**src/ssviu_pkg.sv**
```systemverilog
// constants, register map and priority tables of the six-source vectored interrupt unit
package ssviu_pkg;

    localparam int SSVIU_NUM_SRC = 6;
    localparam int SSVIU_NUM_CH = 7;
    localparam int SSVIU_ADDR_W = 12;

    // register indexes; byte address is four times the index
    localparam logic [7:0] SSVIU_IDX_RANK = 8'hF9;
    localparam logic [7:0] SSVIU_IDX_STATUS = 8'hFA;
    localparam logic [7:0] SSVIU_IDX_MASK = 8'hFB;
    localparam logic [7:0] SSVIU_IDX_CTRL = 8'hFC;
    localparam logic [11:0] SSVIU_ADDR_RANK = {2'h0, SSVIU_IDX_RANK, 2'h0};
    localparam logic [11:0] SSVIU_ADDR_STATUS = {2'h0, SSVIU_IDX_STATUS, 2'h0};
    localparam logic [11:0] SSVIU_ADDR_MASK = {2'h0, SSVIU_IDX_MASK, 2'h0};
    localparam logic [11:0] SSVIU_ADDR_CTRL = {2'h0, SSVIU_IDX_CTRL, 2'h0};

    // field positions
    localparam int SSVIU_RANK_GRP_LSB = 0;
    localparam int SSVIU_RANK_C_BIT = 3;
    localparam int SSVIU_RANK_B_BIT = 4;
    localparam int SSVIU_RANK_A_BIT = 5;
    localparam int SSVIU_MASK_GLOBAL_BIT = 7;
    localparam int SSVIU_CTRL_A_DV_BIT = 0;
    localparam int SSVIU_CTRL_C_SEL_LSB = 1;
    localparam int SSVIU_CTRL_HALT_BIT = 4;

    // reset values
    localparam logic [7:0] SSVIU_RANK_RST = 8'h00;
    localparam logic [7:0] SSVIU_MASK_RST = 8'h00;
    localparam logic [2:0] SSVIU_CTRL_RST = 3'h0;
    localparam logic [5:0] SSVIU_PEND_RST = 6'h00;
    localparam logic [31:0] SSVIU_RDATA_ZERO = 32'h00000000;

    // request identities; vector pair starts at twice the identity
    localparam logic [2:0] SSVIU_ID_A = 3'h0;
    localparam logic [2:0] SSVIU_ID_B = 3'h1;
    localparam logic [2:0] SSVIU_ID_C = 3'h2;
    localparam logic [2:0] SSVIU_ID_D = 3'h3;
    localparam logic [2:0] SSVIU_ID_T0 = 3'h4;
    localparam logic [2:0] SSVIU_ID_T1 = 3'h5;

    // edge detector modes
    localparam logic [1:0] SSVIU_EDGE_RISE = 2'h1;
    localparam logic [1:0] SSVIU_EDGE_FALL = 2'h2;
    localparam logic [1:0] SSVIU_EDGE_BOTH = 2'h3;

    // source selections for ext_req_c
    localparam logic [1:0] SSVIU_C_SRC_PIN = 2'h0;
    localparam logic [1:0] SSVIU_C_SRC_DV = 2'h1;

    // groups: 0 = A, 1 = B, 2 = C
    localparam logic [1:0] SSVIU_GRP_A = 2'h0;
    localparam logic [1:0] SSVIU_GRP_B = 2'h1;
    localparam logic [1:0] SSVIU_GRP_C = 2'h2;

    // order of the three groups, highest first, per group-order code
    function automatic logic [5:0] ssviu_group_order(input logic [2:0] code);
        case (code)
            3'h1: ssviu_group_order = {SSVIU_GRP_C, SSVIU_GRP_A, SSVIU_GRP_B};
            3'h2: ssviu_group_order = {SSVIU_GRP_A, SSVIU_GRP_B, SSVIU_GRP_C};
            3'h3: ssviu_group_order = {SSVIU_GRP_A, SSVIU_GRP_C, SSVIU_GRP_B};
            3'h4: ssviu_group_order = {SSVIU_GRP_B, SSVIU_GRP_C, SSVIU_GRP_A};
            3'h5: ssviu_group_order = {SSVIU_GRP_C, SSVIU_GRP_B, SSVIU_GRP_A};
            3'h6: ssviu_group_order = {SSVIU_GRP_B, SSVIU_GRP_A, SSVIU_GRP_C};
            default: ssviu_group_order = {SSVIU_GRP_A, SSVIU_GRP_B, SSVIU_GRP_C};
        endcase
    endfunction

endpackage

```
**src/ssviu_edge_if.sv**
```systemverilog
// level in, edge pulse out, between the unit and its edge detectors
interface ssviu_edge_if;
    logic level;
    logic enable;
    logic pulse;
    modport det (input level, input enable, output pulse);
    modport user (output level, output enable, input pulse);
endinterface

```
**src/ssviu_edge_det.sv**
```systemverilog
// edge detector for one request input
module ssviu_edge_det
    import ssviu_pkg::*;
#(
    parameter logic [1:0] MODE = SSVIU_EDGE_BOTH
)
(
    input wire logic pclk,
    input wire logic presetn,
    ssviu_edge_if.det e
);

    logic prev;
    logic armed;
    wire rose = e.level & ~prev;
    wire fell = ~e.level & prev;

    // no edge is reported before a first sample has been taken
    assign e.pulse = armed & e.enable & ((rose & MODE[0]) | (fell & MODE[1]));

    always_ff @(posedge pclk or negedge presetn)
    begin
        if (!presetn)
        begin
            prev <= 1'b0;
            armed <= 1'b0;
        end
        else
        begin
            prev <= e.level;
            armed <= 1'b1;
        end
    end

endmodule

```
**src/ssviu_unit.sv**
```systemverilog
// six-source vectored interrupt unit with apb registers and halt wake-up
//
// Chosen here: the APB register port.
module ssviu_unit
    import ssviu_pkg::*;
(
    input wire logic pclk,
    input wire logic presetn,
    input wire logic psel,
    input wire logic penable,
    input wire logic pwrite,
    input wire logic [11:0] paddr,
    input wire logic [31:0] pwdata,
    output logic [31:0] prdata,
    output logic pready,
    output logic pslverr,
    input wire logic [3:0] port3_pin,
    input wire logic port_a_data_valid_n,
    input wire logic port_c_data_valid_n,
    input wire logic timer_in_pin,
    input wire logic counter_zero,
    input wire logic counter_one,
    input wire logic halt_cmd,
    input wire logic service_ack,
    output logic irq,
    output logic [3:0] vector_loc,
    output logic cpu_clk_run
);

    ////////////////////////////////////////////////////////////////////////////
    // state

    logic [7:0] rank;
    logic [7:0] mask;
    logic [2:0] ctrl;
    logic [5:0] pending;
    logic [2:0] vec_id;
    logic halted;

    ////////////////////////////////////////////////////////////////////////////
    // apb decode

    wire access = psel & penable & ~pready;
    wire done = psel & penable & pready;
    wire wr_done = done & pwrite;
    wire rd_access = access & ~pwrite;
    wire sel_rank = paddr == SSVIU_ADDR_RANK;
    wire sel_status = paddr == SSVIU_ADDR_STATUS;
    wire sel_mask = paddr == SSVIU_ADDR_MASK;
    wire sel_ctrl = paddr == SSVIU_ADDR_CTRL;
    wire mapped = sel_rank | sel_status | sel_mask | sel_ctrl;

    // rank register is write-only and reads as zero
    wire [31:0] rd_mux = sel_status ? {26'h0, pending} :
                         sel_mask ? {24'h0, mask} :
                         sel_ctrl ? {27'h0, halted, 1'b0, ctrl} : SSVIU_RDATA_ZERO;

    // status clears when it is sampled, so a set in the same edge survives
    wire [5:0] rd_clear = (rd_access & sel_status) ? pending : 6'h00;

    ////////////////////////////////////////////////////////////////////////////
    // edge detection

    ssviu_edge_if ch [SSVIU_NUM_CH] ();

    localparam logic [1:0] CH_MODE [SSVIU_NUM_CH] = '{SSVIU_EDGE_BOTH, SSVIU_EDGE_FALL, SSVIU_EDGE_BOTH,
        SSVIU_EDGE_FALL, SSVIU_EDGE_FALL, SSVIU_EDGE_FALL, SSVIU_EDGE_FALL};

    wire [SSVIU_NUM_CH-1:0] ch_level = {timer_in_pin, port_c_data_valid_n, port_a_data_valid_n,
                                        port3_pin[0], port3_pin[1], port3_pin[3], port3_pin[2]};
    // ext_req_d is not watched while halted; a, b and c stay live
    wire [SSVIU_NUM_CH-1:0] ch_enable = {{3{1'b1}}, ~halted, {3{1'b1}}};
    wire [SSVIU_NUM_CH-1:0] ch_pulse;

    genvar gi;
    generate
        for (gi = 0; gi < SSVIU_NUM_CH; gi++)
        begin : g_ch
            assign ch[gi].level = ch_level[gi];
            assign ch[gi].enable = ch_enable[gi];
            assign ch_pulse[gi] = ch[gi].pulse;
            ssviu_edge_det #(.MODE(CH_MODE[gi])) u_det (
                .pclk(pclk),
                .presetn(presetn),
                .e(ch[gi])
            );
        end
    endgenerate

    ////////////////////////////////////////////////////////////////////////////
    // request events

    wire [1:0] c_sel = ctrl[SSVIU_CTRL_C_SEL_LSB +: 2];
    wire ev_a = ctrl[SSVIU_CTRL_A_DV_BIT] ? ch_pulse[4] : ch_pulse[0];
    wire ev_b = ch_pulse[1];
    wire ev_c = (c_sel == SSVIU_C_SRC_PIN) ? ch_pulse[2] :
                (c_sel == SSVIU_C_SRC_DV) ? ch_pulse[5] : ch_pulse[6];
    wire ev_d = ch_pulse[3];
    // timers are outside this block and keep counting through halt
    wire [5:0] events = {counter_one, counter_zero, ev_d, ev_c, ev_b, ev_a};

    wire [5:0] ack_clear = (service_ack && irq) ? (6'h01 << vec_id) : 6'h00;
    // a new event wins over any clear in the same edge
    wire [5:0] next_pending = (pending & ~(ack_clear | rd_clear)) | events;

    ////////////////////////////////////////////////////////////////////////////
    // prioritisation

    wire [5:0] eligible = next_pending & mask[5:0] & {6{mask[SSVIU_MASK_GLOBAL_BIT]}};
    wire [5:0] live = pending & mask[5:0] & {6{mask[SSVIU_MASK_GLOBAL_BIT]}};

    localparam logic [2:0] GRP_HI [3] = '{SSVIU_ID_T1, SSVIU_ID_C, SSVIU_ID_B};
    localparam logic [2:0] GRP_LO [3] = '{SSVIU_ID_D, SSVIU_ID_A, SSVIU_ID_T0};
    localparam int GRP_SWAP [3] = '{SSVIU_RANK_A_BIT, SSVIU_RANK_B_BIT, SSVIU_RANK_C_BIT};

    logic [2:0] grp_id [3];
    logic [2:0] grp_valid;

    generate
        for (gi = 0; gi < 3; gi++)
        begin : g_grp
            wire [2:0] first = rank[GRP_SWAP[gi]] ? GRP_LO[gi] : GRP_HI[gi];
            wire [2:0] second = rank[GRP_SWAP[gi]] ? GRP_HI[gi] : GRP_LO[gi];
            assign grp_valid[gi] = eligible[GRP_HI[gi]] | eligible[GRP_LO[gi]];
            assign grp_id[gi] = eligible[first] ? first : second;
        end
    endgenerate

    wire [5:0] order = ssviu_group_order(rank[SSVIU_RANK_GRP_LSB +: 3]);
    wire [1:0] ord1 = order[5:4];
    wire [1:0] ord2 = order[3:2];
    wire [1:0] ord3 = order[1:0];
    wire [1:0] win_grp = grp_valid[ord1] ? ord1 : grp_valid[ord2] ? ord2 : ord3;
    wire [2:0] win_id = grp_id[win_grp];
    wire any_eligible = |eligible;

    ////////////////////////////////////////////////////////////////////////////
    // halt control

    // halt_cmd is trusted to come after the core has drained its pipeline
    wire next_halted = halted ? ~(|live) : halt_cmd;

    ////////////////////////////////////////////////////////////////////////////
    // registers

    always_ff @(posedge pclk or negedge presetn)
    begin
        if (!presetn)
        begin
            pready <= 1'b0;
            pslverr <= 1'b0;
            prdata <= SSVIU_RDATA_ZERO;
        end
        else
        begin
            pready <= access;
            pslverr <= access & ~mapped;
            prdata <= rd_access ? rd_mux : SSVIU_RDATA_ZERO;
        end
    end

    always_ff @(posedge pclk or negedge presetn)
    begin
        if (!presetn)
        begin
            rank <= SSVIU_RANK_RST;
            mask <= SSVIU_MASK_RST;
            ctrl <= SSVIU_CTRL_RST;
        end
        else if (wr_done)
        begin
            if (sel_rank)
                rank <= pwdata[7:0];
            if (sel_mask)
                mask <= pwdata[7:0];
            if (sel_ctrl)
                ctrl <= pwdata[2:0];
        end
    end

    always_ff @(posedge pclk or negedge presetn)
    begin
        if (!presetn)
        begin
            pending <= SSVIU_PEND_RST;
            vec_id <= SSVIU_ID_A;
            irq <= 1'b0;
            vector_loc <= 4'h0;
        end
        else
        begin
            pending <= next_pending;
            vec_id <= win_id;
            irq <= any_eligible;
            vector_loc <= {win_id, 1'b0};
        end
    end

    always_ff @(posedge pclk or negedge presetn)
    begin
        if (!presetn)
        begin
            halted <= 1'b0;
            cpu_clk_run <= 1'b1;
        end
        else
        begin
            halted <= next_halted;
            cpu_clk_run <= ~next_halted;
        end
    end
endmodule

```
**config.mk**
```make
export PLATFORM = sky130hd
export DESIGN_NAME = ssviu_unit
export DESIGN_NICKNAME = d
export VERILOG_FILES = /design/src/ssviu_pkg.sv /design/src/ssviu_edge_if.sv /design/src/ssviu_edge_det.sv /design/src/ssviu_unit.sv
export SDC_FILE = /design/constraint.sdc
export NUM_CORES = 1
export LEC_CHECK = 0
export ABC_AREA = 0
export BUFFER_PORTS_ARGS = -buffer_cell sky130_fd_sc_hd__buf_2
export CORE_AREA = 2 2 80 82
export DETAILED_ROUTE_END_ITERATION = 8
export DIE_AREA = 0 0 82 84
export PLACE_DENSITY_LB_ADDON = 0.05
export SLEW_MARGIN = 40
export SYNTH_ARGS = -nofsm -noshare
export SYNTH_HDL_FRONTEND = slang
export SYNTH_SLANG_ARGS = --single-unit
```
**constraint.sdc**
```tcl
create_clock -name pclk -period 2 [get_ports pclk]
set_input_delay 0.6 -clock pclk [delete_from_list [all_inputs] [get_ports pclk]]
set_output_delay 0.6 -clock pclk [all_outputs]
set_load 0.01 [all_outputs]
```
# --- Word-level counts from Yosys, hierarchy flattened ---
# Index checks and enable logic that the tools add are counted.
totals:
  ff_bits: 47
  latchBits: 0
  ramBits: 0
  romBits: 0
  input_bits: 60
  out_inout_bits: 40
  word_cells: 134
  mem_count: 0
classes:
  addsub: 0
  n_mul: 0
  div_mod_pow: 0
  order_cmp: 6
  eq_ne: 10
  n_shift: 1
  muxes: 35
  bitwise: 56
  n_reduce_logical: 7
ops:
  columns: ["cell", "count"]
  rows:
  - ["== test 12 x 10 -> 1 bit, second input constant", 4]
  - ["bitwise AND 6 bit", 5]
  - ["one-hot mux 6 bit (5 select lines)", 1]
  - ["bitwise AND 1 bit", 24]
  - ["2-to-1 mux 3 bit", 8]
  - ["2-to-1 mux 8 bit", 3]
  - ["inverter 1 bit", 15]
  - ["2-to-1 mux 6 bit", 2]
  - ["bitwise OR 6 bit", 2]
  - ["OR reduction 6 bit", 2]
  - ["2-to-1 mux 2 bit", 5]
  - ["binary-select mux 1 bit (select 3 bit)", 3]
  - ["== test 3 bit, second input constant", 3]
  - ["2-to-1 mux 1 bit", 9]
  - ["less-than comparator 3 x 4 -> 1 bit, second input constant", 2]
  - ["bitwise OR 1 bit", 8]
  - ["binary-select mux 3 bit (select 2 bit)", 1]
  - ["less-than comparator 2 x 3 -> 1 bit, second input constant", 2]
  - ["inverter 6 bit", 1]
  - ["AND reduction 2 bit", 3]
  - ["left shift 1 x 3 -> 6 bit, first input constant", 1]
  - ["2-to-1 mux 5 bit", 1]
  - ["binary-select mux 1 bit (select 2 bit)", 2]
  - ["less-than comparator 2 x 4 -> 1 bit, second input constant", 1]
  - ["other kinds (7)", 7]

# --- Logic depth before layout (Yosys ltp) ---
# Gate-level depths: netlist of run 1.
logic_depth:
  depth_word: 20
  mapped_depth: 9
  depth_no_buf: 8

# --- Cells and area by module ---
# A second synthesis of run 1 with hierarchy kept.
hier_totals:
  hier_cells: 251
  area_unflattened_um2: 2717.6
modules_own_cells:
  columns: ["mod", "instances", "cells_each", "area_each_um2", "seq_area_each_um2"]
  rows:
  - ["ssviu_unit", 1, 221, 2260.9, 977.2]
  - ["ssviu_edge_det (g_ch[1].u_det ...)", 5, 4, 63.8, 50.0]
  - ["ssviu_edge_det (g_ch[0].u_det ...)", 2, 5, 68.8, 50.0]

# --- Worst setup path after synthesis of run 1 ---
# No wires, ideal clock.
synth_timing:
  kind: "input-to-reg"
  start: "in paddr[2]"
  end: "reg vector_loc[3]"
  setup_time_ps: 125
  t_arrival_ps: 2436
  t_required_ps: 1875
  setup_slack_ps: -561
  path_stages: 9
  n_path_buf: 1
  cell_sequence: "or3b_1 -> nor4_4 -> buf_6 -> nand2_1 -> a32oi_2 -> a211oi_1 -> nor4_1 -> a211o_2 -> mux2_4"
synth_via:
  elab_chain_cells: 18
  word_cells_on_any_way: 28
  cone_classes: "eq/ne (1); mux (16); bitwise (11)"
synth_rtl:
  columns: ["item", "line", "rtl"]
  rows:
  - ["start, declared", "ssviu_unit.sv:12", "input wire logic [11:0] paddr,"]
  - ["== test 12 x 10 -> 1 bit *", "ssviu_unit.sv:48", "wire sel_status = paddr == SSVIU_ADDR_STATUS;"]
  - ["bitwise AND 1 bit *", "ssviu_unit.sv:59", "wire [5:0] rd_clear = (rd_access & sel_status) ? pending : 6'h00;"]
  - ["2-to-1 mux 6 bit *", "ssviu_unit.sv:59", null]
  - ["bitwise OR 6 bit *", "ssviu_unit.sv:104", "wire [5:0] next_pending = (pending & ~(ack_clear | rd_clear)) | events;"]
  - ["inverter 6 bit *", "ssviu_unit.sv:104", null]
  - ["bitwise AND 6 bit *", "ssviu_unit.sv:104", null]
  - ["bitwise OR 6 bit *", "ssviu_unit.sv:104", null]
  - ["bitwise AND 6 bit * (2 in a row)", "ssviu_unit.sv:109", "wire [5:0] eligible = next_pending & mask[5:0] & {6{mask[SSVIU_MASK_GLOBAL_BIT]}};"]
  - ["bitwise OR 1 bit", "ssviu_unit.sv:124", "assign grp_valid[gi] = eligible[GRP_HI[gi]] | eligible[GRP_LO[gi]];"]
  - ["binary-select mux 1 bit (select 2 bit)", "ssviu_unit.sv:133", "wire [1:0] win_grp = grp_valid[ord1] ? ord1 : grp_valid[ord2] ? ord2 : ord3;"]
  - ["2-to-1 mux 1 bit (not written as such)", "ssviu_unit.sv:133", null]
  - ["2-to-1 mux 2 bit (2 in a row)", "ssviu_unit.sv:133", null]
  - ["inverter 2 -> 3 bit (not written as such)", "ssviu_unit.sv:134", "wire [2:0] win_id = grp_id[win_grp];"]
  - ["binary-select mux 3 bit (select 2 bit) *", "ssviu_unit.sv:134", null]
  - ["2-to-1 mux 3 bit (not written as such) * (2 in a row)", "ssviu_unit.sv:134", null]
  - ["net win_id[2]", "ssviu_unit.sv:134", null]
  - ["end signal, assigned", "ssviu_unit.sv:195", "vector_loc <= {win_id, 1'b0};"]
  - ["end, declared", "ssviu_unit.sv:26", "output logic [3:0] vector_loc,"]
# Mark *: on every way through the listed nets, which the timed path passes. The rest lies on a longest branch. The select of a mux whose other input is x is not followed.
# A chain may end at the register's enable or synchronous reset.

# --- Final worst setup path of run 1 ---
layout_timing:
  start: "in paddr[2]"
  end: "reg vector_loc[3]"
layout_via:
  elab_chain_cells: 18
  word_cells_on_any_way: 28
  cone_classes: "eq/ne (1); mux (16); bitwise (11)"
layout_rtl:
  columns: ["item", "line"]
  rows:
  - ["== test 12 x 10 -> 1 bit *", "ssviu_unit.sv:48"]
  - ["bitwise AND 1 bit *", "ssviu_unit.sv:59"]
  - ["2-to-1 mux 6 bit *", "ssviu_unit.sv:59"]
  - ["bitwise OR 6 bit *", "ssviu_unit.sv:104"]
  - ["inverter 6 bit *", "ssviu_unit.sv:104"]
  - ["bitwise AND 6 bit *", "ssviu_unit.sv:104"]
  - ["bitwise OR 6 bit *", "ssviu_unit.sv:104"]
  - ["net next_pending[4]", "ssviu_unit.sv:104"]
  - ["bitwise AND 6 bit * (2 in a row)", "ssviu_unit.sv:109"]
  - ["bitwise OR 1 bit", "ssviu_unit.sv:124"]
  - ["binary-select mux 1 bit (select 2 bit)", "ssviu_unit.sv:133"]
  - ["2-to-1 mux 1 bit (not written as such)", "ssviu_unit.sv:133"]
  - ["2-to-1 mux 2 bit (2 in a row)", "ssviu_unit.sv:133"]
  - ["inverter 2 -> 3 bit (not written as such)", "ssviu_unit.sv:134"]
  - ["binary-select mux 3 bit (select 2 bit) *", "ssviu_unit.sv:134"]
  - ["2-to-1 mux 3 bit (not written as such) * (2 in a row)", "ssviu_unit.sv:134"]
  - ["net win_id[2]", "ssviu_unit.sv:134"]
# Marked as above.

==> results of run 1 <==
report_power, final:
group	internal (W)	total, W	switching, W
sequential	0.000961	0.000967	0.00000548
combinational	0.0000630	0.000147	0.0000837
clock	0.000500	0.000816	0.000316
routing by layer:
metal / vias to the layer above / routed length, um
li1: 913 / -
met1: 913 / 2440
met2: 66 / 2780
met3: 7 / 318
met4: 0 / 93
met5: - / 0
worst min-delay path by stage:
stage	endpoint	cells after the start	slack, ns	from
4_1_cts	g_ch[2].u_det.prev	1	0.23	presetn
5_1_grt	g_ch[2].u_det.prev	1	0.25	presetn
2_1_floorplan	ctrl[0]	0	0.30	presetn
6_report	g_ch[2].u_det.prev	1	0.22	presetn
3_3_place_gp	prdata[6]	1	0.46	mask[6]
3_5_place_dp	prdata[6]	1	0.47	mask[6]
cells in the mapped netlist, drive strengths merged, types with 2 or more instances:
cell type   n
and3        2
clkbuf      3
nor2       13
a22oi       5
inv         9
buf        26
a222oi      4
nand2       9
and2        5
nor4        2
o31ai       2
nand4b      2
or3         2
a21oi       4
or2         2
dfrtp      46
xnor2       2
mux2       20
a31o        2
nand4bb     2
conb        2
nor3        2
o21ai      11
nand3       6
nand2b      2
nand3b      5
nand4       3
kinds of logic after synthesis:
logic type | share of synthesized area
AO/OA/AOI/OAI | 0.144
XOR/XNOR | 0.0109
multiplexers | 0.0948
flip-flops | 0.487
buffers and inverters | 0.101
AND/OR/NAND/NOR | 0.159
other | 0.00311
state kept, by name (all words and copies together), names as in the netlist, 3 cells and up:
signal and count:
ctrl 3, g_ch.u_det.prev 7, mask 8, pending 6
prdata 8, rank 6, vector_loc 3
worst max-delay path: cells and delay by family:
| family | cells | cell delay [ns] |
|---|---|---|
| AOI/OAI and AO/OA | 3 | 0.60 |
| muxes | 1 | 0.30 |
| and+or+nand+nor | 4 | 0.78 |
| buffers and inverters | 2 | 0.26 |
what timing repair did:
action,4_1_cts,5_1_grt
pin swaps,3,6
hold buffers,0,0
resized for setup,7,6
buffers inserted,2,3
setup endpoints to repair,9,17
cloned,0,0
area by class of cell:
| cell class | instances | area [um^2] |
|---|---|---|
| well taps | 77 | 96.3 |
| inverters | 9 | 33.8 |
| clock buffers | 6 | 72.6 |
| repair buffers | 91 | 594 |
| multi-input cells | 153 | 1150 |
| clock inverters | 2 | 60.1 |
| fillers | 563 | 2910 |
| flip-flops and latches | 47 | 1180 |
through the flow:
step           cell area (um^2)  utilization  hold slack, ns
2_1_floorplan              2530            -           0.304
3_3_place_gp               2950        0.484           0.463
3_5_place_dp               2950        0.484           0.467
4_1_cts                    3130        0.514           0.227
5_1_grt                    3180        0.522           0.249
6_report                   3180        0.522           0.224
==> impl_results.md, run 1 <==
- Outcome: finished with violations
- Failing checks: negative setup slack
- Count of non-filler cells in the finished layout: 385
- Worst min path class: in -> async
- Chip width: 82 um
- Detail Placement HPWL: 4440 um
- Ys flop type: dfrtp_1
- Count of pins on the block boundary: 100
- Worst-case clock skew: between 0.006 and 0.007 ns
- Wire per inst: ~15 um
- Routing layer with the top usage in global route: met2
- Launch point of the critical path: paddr[2]
- Number of max-slew violations in the final report: 0
- Length of the first detailed-routing pass in iterations: 4
- Cells traversed along the worst timing path: buf_6 -> or3b_4 -> nor4_4 -> buf_6 -> and2_4 -> o21bai_4 -> a31oi_4 -> nor4_2 -> a211o_2 -> mux2_4
- Post-layout worst setup margin: -0.362 ns
- Cell count after synthesis: 214
- Number of enable flip-flop cells after synthesis: 0
- Initial standard-cell utilization of the core: 0.396
- Required time of the critical path: approximately 2.2 ns
- Final GP Congestion: ~0.9
- GR Overflow Total: 0
- Routed via count: 1899
- Count of nets after finishing: between 300 and 400
- Leakage component of the power: between 1.5 and 2 nW
- Worst endpoint data arrival time: 2.55 ns
- Die height: 84 um
- Tmin final: between 2 and 2.5 ns
- Endpoint class of the critical path: flop
- Fraction of synthesized cell area taken by the top area cell type: 0.476
- Part of the Yosys area used for sequential elements: 0.487
- Initial antenna violation count: 0
- Routed Antenna Nets: 0
- Layout Area Growth over Synthesis: 31.8%
- Critical setup path kind: in -> reg
- Setup repair after global routing missed its margin: true
- Number of global-route vias before repair: 1851
- Total inserted antenna cells: 0
- Count of distinct cell types in the synthesized netlist: 58
- Met2 capacity usage during global routing: 0.290
- Category of the worst setup path launch point: input pin
- Cell at the slowest stage of the critical path: or3b_4
- Terminus of the critical flop-to-flop path: vector_loc[3]
- Crit path to: vector_loc[3]
- Total power: 0.00193 W
- Num rows: 29
- GRT Overall Usage: 0.178
- Setup TNS: -0.997 ns
- Largest net degree at the start of global routing: 20
- Slack of the worst reg-to-reg path: -0.16 ns
- Cell taking the most area after synthesis: dfrtp_1
- Worst IR Drop VDD: approximately 0.27 mV
- Ys async rst share: 1.00
- Final hold violation count: 0
- Clock input transition at the sequential cells of the worst setup and hold paths: 0.09 ns
- Max Fanout on Critical Path: 7
- Number of clock sinks: 47
- Commonest non-fill, non-tap cell in the layout: buf_2
- Detailed Route WL: approximately 5600 um
- Post-route DRC violation count: 0
- Worst R2R Start: pready
- Tcrit/Tclk final: 1.18
- Number of placed instances with taps included: roughly 370
- Deepest clock path buffer count: 2
- Ys Warns: 0
- First-pass GRT wire length: between 9000 and 10000 um
- Vias/cell: 4.93
- Core Footprint: between 0.006 and 0.007 mm^2
- Final number of setup-violating endpoints: 4
- Number of max-cap violations: 0
- Post-synthesis cell area: 0.00242 mm^2
- Per-instance average area after synthesis: roughly 11 um^2
- Maximum level of the CTS H-tree: 2
- Most used cell along the critical path: buf_6
- Library cell used as clock root buffer: clkbuf_8
- Number of cells on the worst reg-to-reg path: 8
- Met3 usage in global routing: 0.0325
- Worst setup timing slack at the placement stage: -0.722 ns
- Synth top area cells: dfrtp_1, mux2_2, buf_4
- Total Die Area: 0.00689 mm^2
- Fraction of final layout cells with drive strength greater than 1: 0.461
- Largest stage delay on the critical path: slightly below 0.4 ns
- Top library cells by usage in the layout, fill and taps aside: buf_2, dfrtp_1, buf_4, conb_1, mux2_2
- Port buffer count: 50
- Clock tree from TritonCTS: yes
- Starting DRC count in detailed routing: approximately 110
- Global routing usage on met1: 0.237
- Power per unit of standard cell area: 606 mW/mm^2
- Peak clock frequency supported by timing: between 400 and 500 MHz
- Number of synthesized register bits: 47
- Num CTS Buffers: 5
- Clock insertion delay at the later pin of the skew report: 0.30 ns
Power figures use the tool's default switching activity.
==> run 2, diff against run 1 <==
CORE_AREA = 2 2 78 80   (was 2 2 80 82)
DIE_AREA = 0 0 80 82   (was 0 0 82 84)
==> run 2 against run 1 <==
- the run still ends with negative setup slack left
- power about the same
- cell count down 1.0%
- die area down 4.8%
- first-iteration DRC count down 34%
- global-route usage up 0.92 points
- final area down 0.94%
- register-to-register slack worse by 0.03 ns
- hold slack worse by 0.068 ns
- critical path type unchanged
- largest cell class unchanged
- largest power group unchanged
==> impl_results.md, run 2 (synthesized netlist as in run 1, its figures left out) <==
- Num CTS Buffers: 5 (unchanged)
- Starting DRC count in detailed routing: 75 (-34%)
- Tmin final: 2.36 ns (-0.00445 ns)
- Length of the first detailed-routing pass in iterations: 4 (unchanged)
- Number of fillers in the final layout: 534 (-5.2%)
- Final hold violation count: 0 (unchanged)
- Initial antenna violation count: 0 (unchanged)
- Hold slack final: 0.156 ns (-0.0678 ns)
- Core Footprint: 0.00575 mm^2 (-5.7%)
- Total Die Area: 0.00656 mm^2 (-4.8%)
- Post-layout worst setup margin: -0.358 ns (+0.00445 ns)
- Library cell used as clock root buffer: clkbuf_8
- Tcrit/Tclk final: 1.18 (-0.00222)
- Switching Fraction: 0.212 (+0.00166)
- Detail Placement HPWL: 4330 um (-2.4%)
- First-pass GRT wire length: 9210 um (-0.23%)
- Largest registers: mask x8, prdata x8, g_ch.u_det.prev x7
- Clock insertion delay at the later pin of the skew report: 0.30 ns (about the same)
- Clock tree from TritonCTS: yes
- Worst endpoint data arrival time: 2.55 ns (about the same)
- Logic pwr share: 0.074 (-0.002)
- Worst IR Drop VDD: 0.489 mV (+78%)
- # hold bufs at CTS: 0 (unchanged)
- Post-route DRC violation count: 0 (unchanged)
- Chip width: 80 um (-2.4%)
- Leakage component of the power: 1.55 nW (-0.49%)
- Power per unit of standard cell area: 612 mW/mm^2 (+1.0%)
- Die height: 82 um (-2.4%)
- Detailed Route WL: 5640 um (about the same)
- Number of clock sinks: 47 (unchanged)
- Max Fanout on Critical Path: 7 (unchanged)
- Routed via count: 1895 (-0.21%)
- Commonest non-fill, non-tap cell in the layout: buf_2
- Clock share of power: 0.425 (+0.002)
- Count of nets after finishing: 365 (-0.54%)
- Layout Area Growth over Synthesis: 30.6%
- Slack of the worst reg-to-reg path: -0.19 ns (-0.03 ns)
- Outcome: finished with violations
- Vias/cell: 4.97 (+0.84%)
- Number of max-cap violations: 0 (unchanged)
- Final GP Congestion: 0.931 (+6.5%)
- Top library cells by usage in the layout, fill and taps aside: buf_2, dfrtp_1, buf_4, conb_1, mux2_2
- Setup repair after global routing missed its margin: true
- Critical setup path kind: in -> reg
- Port buffer count: 50 (unchanged)
- Worst-case clock skew: 0.00380 ns (-0.00302 ns)
- Clock input transition at the sequential cells of the worst setup and hold paths: 0.09 ns (about the same)
- Largest net degree at the start of global routing: 39 (+95%)
- Sequential power share: 0.501 (about the same)
- Required time of the critical path: 2.19 ns (about the same)
- Routed Antenna Nets: 0 (unchanged)
- Cell-internal power: 0.00152 W (-0.15%)
- Total inserted antenna cells: 0 (unchanged)
- GRT Overall Usage: 0.187 (+0.00920)
- Number of max-slew violations in the final report: 0 (unchanged)
- Count of pins on the block boundary: 100 (unchanged)
- Num rows: 28 (-3.4%)
- Endpoint class of the critical path: flop
- GR Overflow Total: 0 (unchanged)
- Wire per inst: 14.8 um (+1.1%)
- Worst min path class: in -> async
- Initial standard-cell utilization of the core: 0.421 (+0.0242)
- Final number of setup-violating endpoints: 4 (unchanged)
- Category of the worst setup path launch point: input pin
- Number of global-route vias before repair: 1857 (+0.32%)
- Fraction of final layout cells with drive strength greater than 1: 0.454 (-0.00679)
- Maximum level of the CTS H-tree: 2 (unchanged)
- Deepest clock path buffer count: 2 (unchanged)
- Failing checks: negative setup slack
- Switching component of the power: 0.000409 W (+0.85%)
- Peak clock frequency supported by timing: 424 MHz (+0.19%)
- Worst setup timing slack at the placement stage: -0.738 ns (-0.0159 ns)
==> run 2: cell type report <==
cell class | instances | area [um^2] | share of cell area
Sequential cell | 47 | 1180 | 0.373
Multi-Input combinational cell | 153 | 1140 | 0.362
Timing Repair Buffer | 89 | 576 | 0.182
Tap cell | 75 | 93.8 | 0.0298
Clock buffer | 6 | 72.6 | 0.0230
Clock inverter | 2 | 60.1 | 0.0190
Inverter | 9 | 33.8 | 0.0107
==> run 2: worst max-delay path, cell delays in order <==
cell and delay, ns:
buf_6 0.09, or3b_4 0.39, nor4_4 0.15, buf_6 0.17, nand3_2 0.06, and4_4 0.21
a31oi_4 0.19, nor4_2 0.08, a211o_2 0.30, mux2_4 0.30
==> run 2: metal layers <==
layer | vias up | wire length, um | global-route usage
li1 | 911 | - | -
met1 | 921 | 2460 | 0.245
met2 | 61 | 2830 | 0.318
met3 | 2 | 317 | 0.0363
met4 | 0 | 30 | 0.0492
met5 | - | 0 | 0
==> run 2: power by group through the flow <==
stage	registers (W)	clock network, W	logic [W]
after detailed placement	0.000986	0	0.000141
after global placement	0.000986	0	0.000141
after CTS	0.000967	0.000833	0.000144
after floorplan	0.000986	0	0.0000887
final	0.000967	0.000820	0.000143
after global routing	0.000969	0.000871	0.000164
==> run 2: repair_timing <==
| action | CTS | global route |
|---|---|---|
| buffers inserted | 3 | 0 |
| setup endpoints to repair | 4 | 17 |
| pin swaps | 7 | 1 |
| resized for setup | 9 | 1 |
==> run 2: worst paths after layout <==
kind	startpoint	end	cells after the start
worst max-delay path	paddr[2]	vector_loc[3]	10
worst min-delay path	presetn	g_ch[2].u_det.prev	1
worst max register to register	vector_loc[3]	vector_loc[3]	8
worst min register to register	mask[6]	prdata[6]	1
max in group asynchronous	presetn	cpu_clk_run	2
min in group pclk	port_a_data_valid_n	g_ch[4].u_det.prev	1
==> run 2: through the flow <==
step	power, W	cell area (um^2)	utilization	std cells	TNS [ns]
finish	0.00193	3150	0.549	381	-0.966
global route	0.00200	3150	0.549	381	-2.12
CTS	0.00194	3150	0.548	381	-0.845
detailed placement	0.00113	2950	0.513	370	-7.53
global placement	0.00113	2950	0.513	370	-7.26
floorplan	0.00107	2530	-	238	-1.83
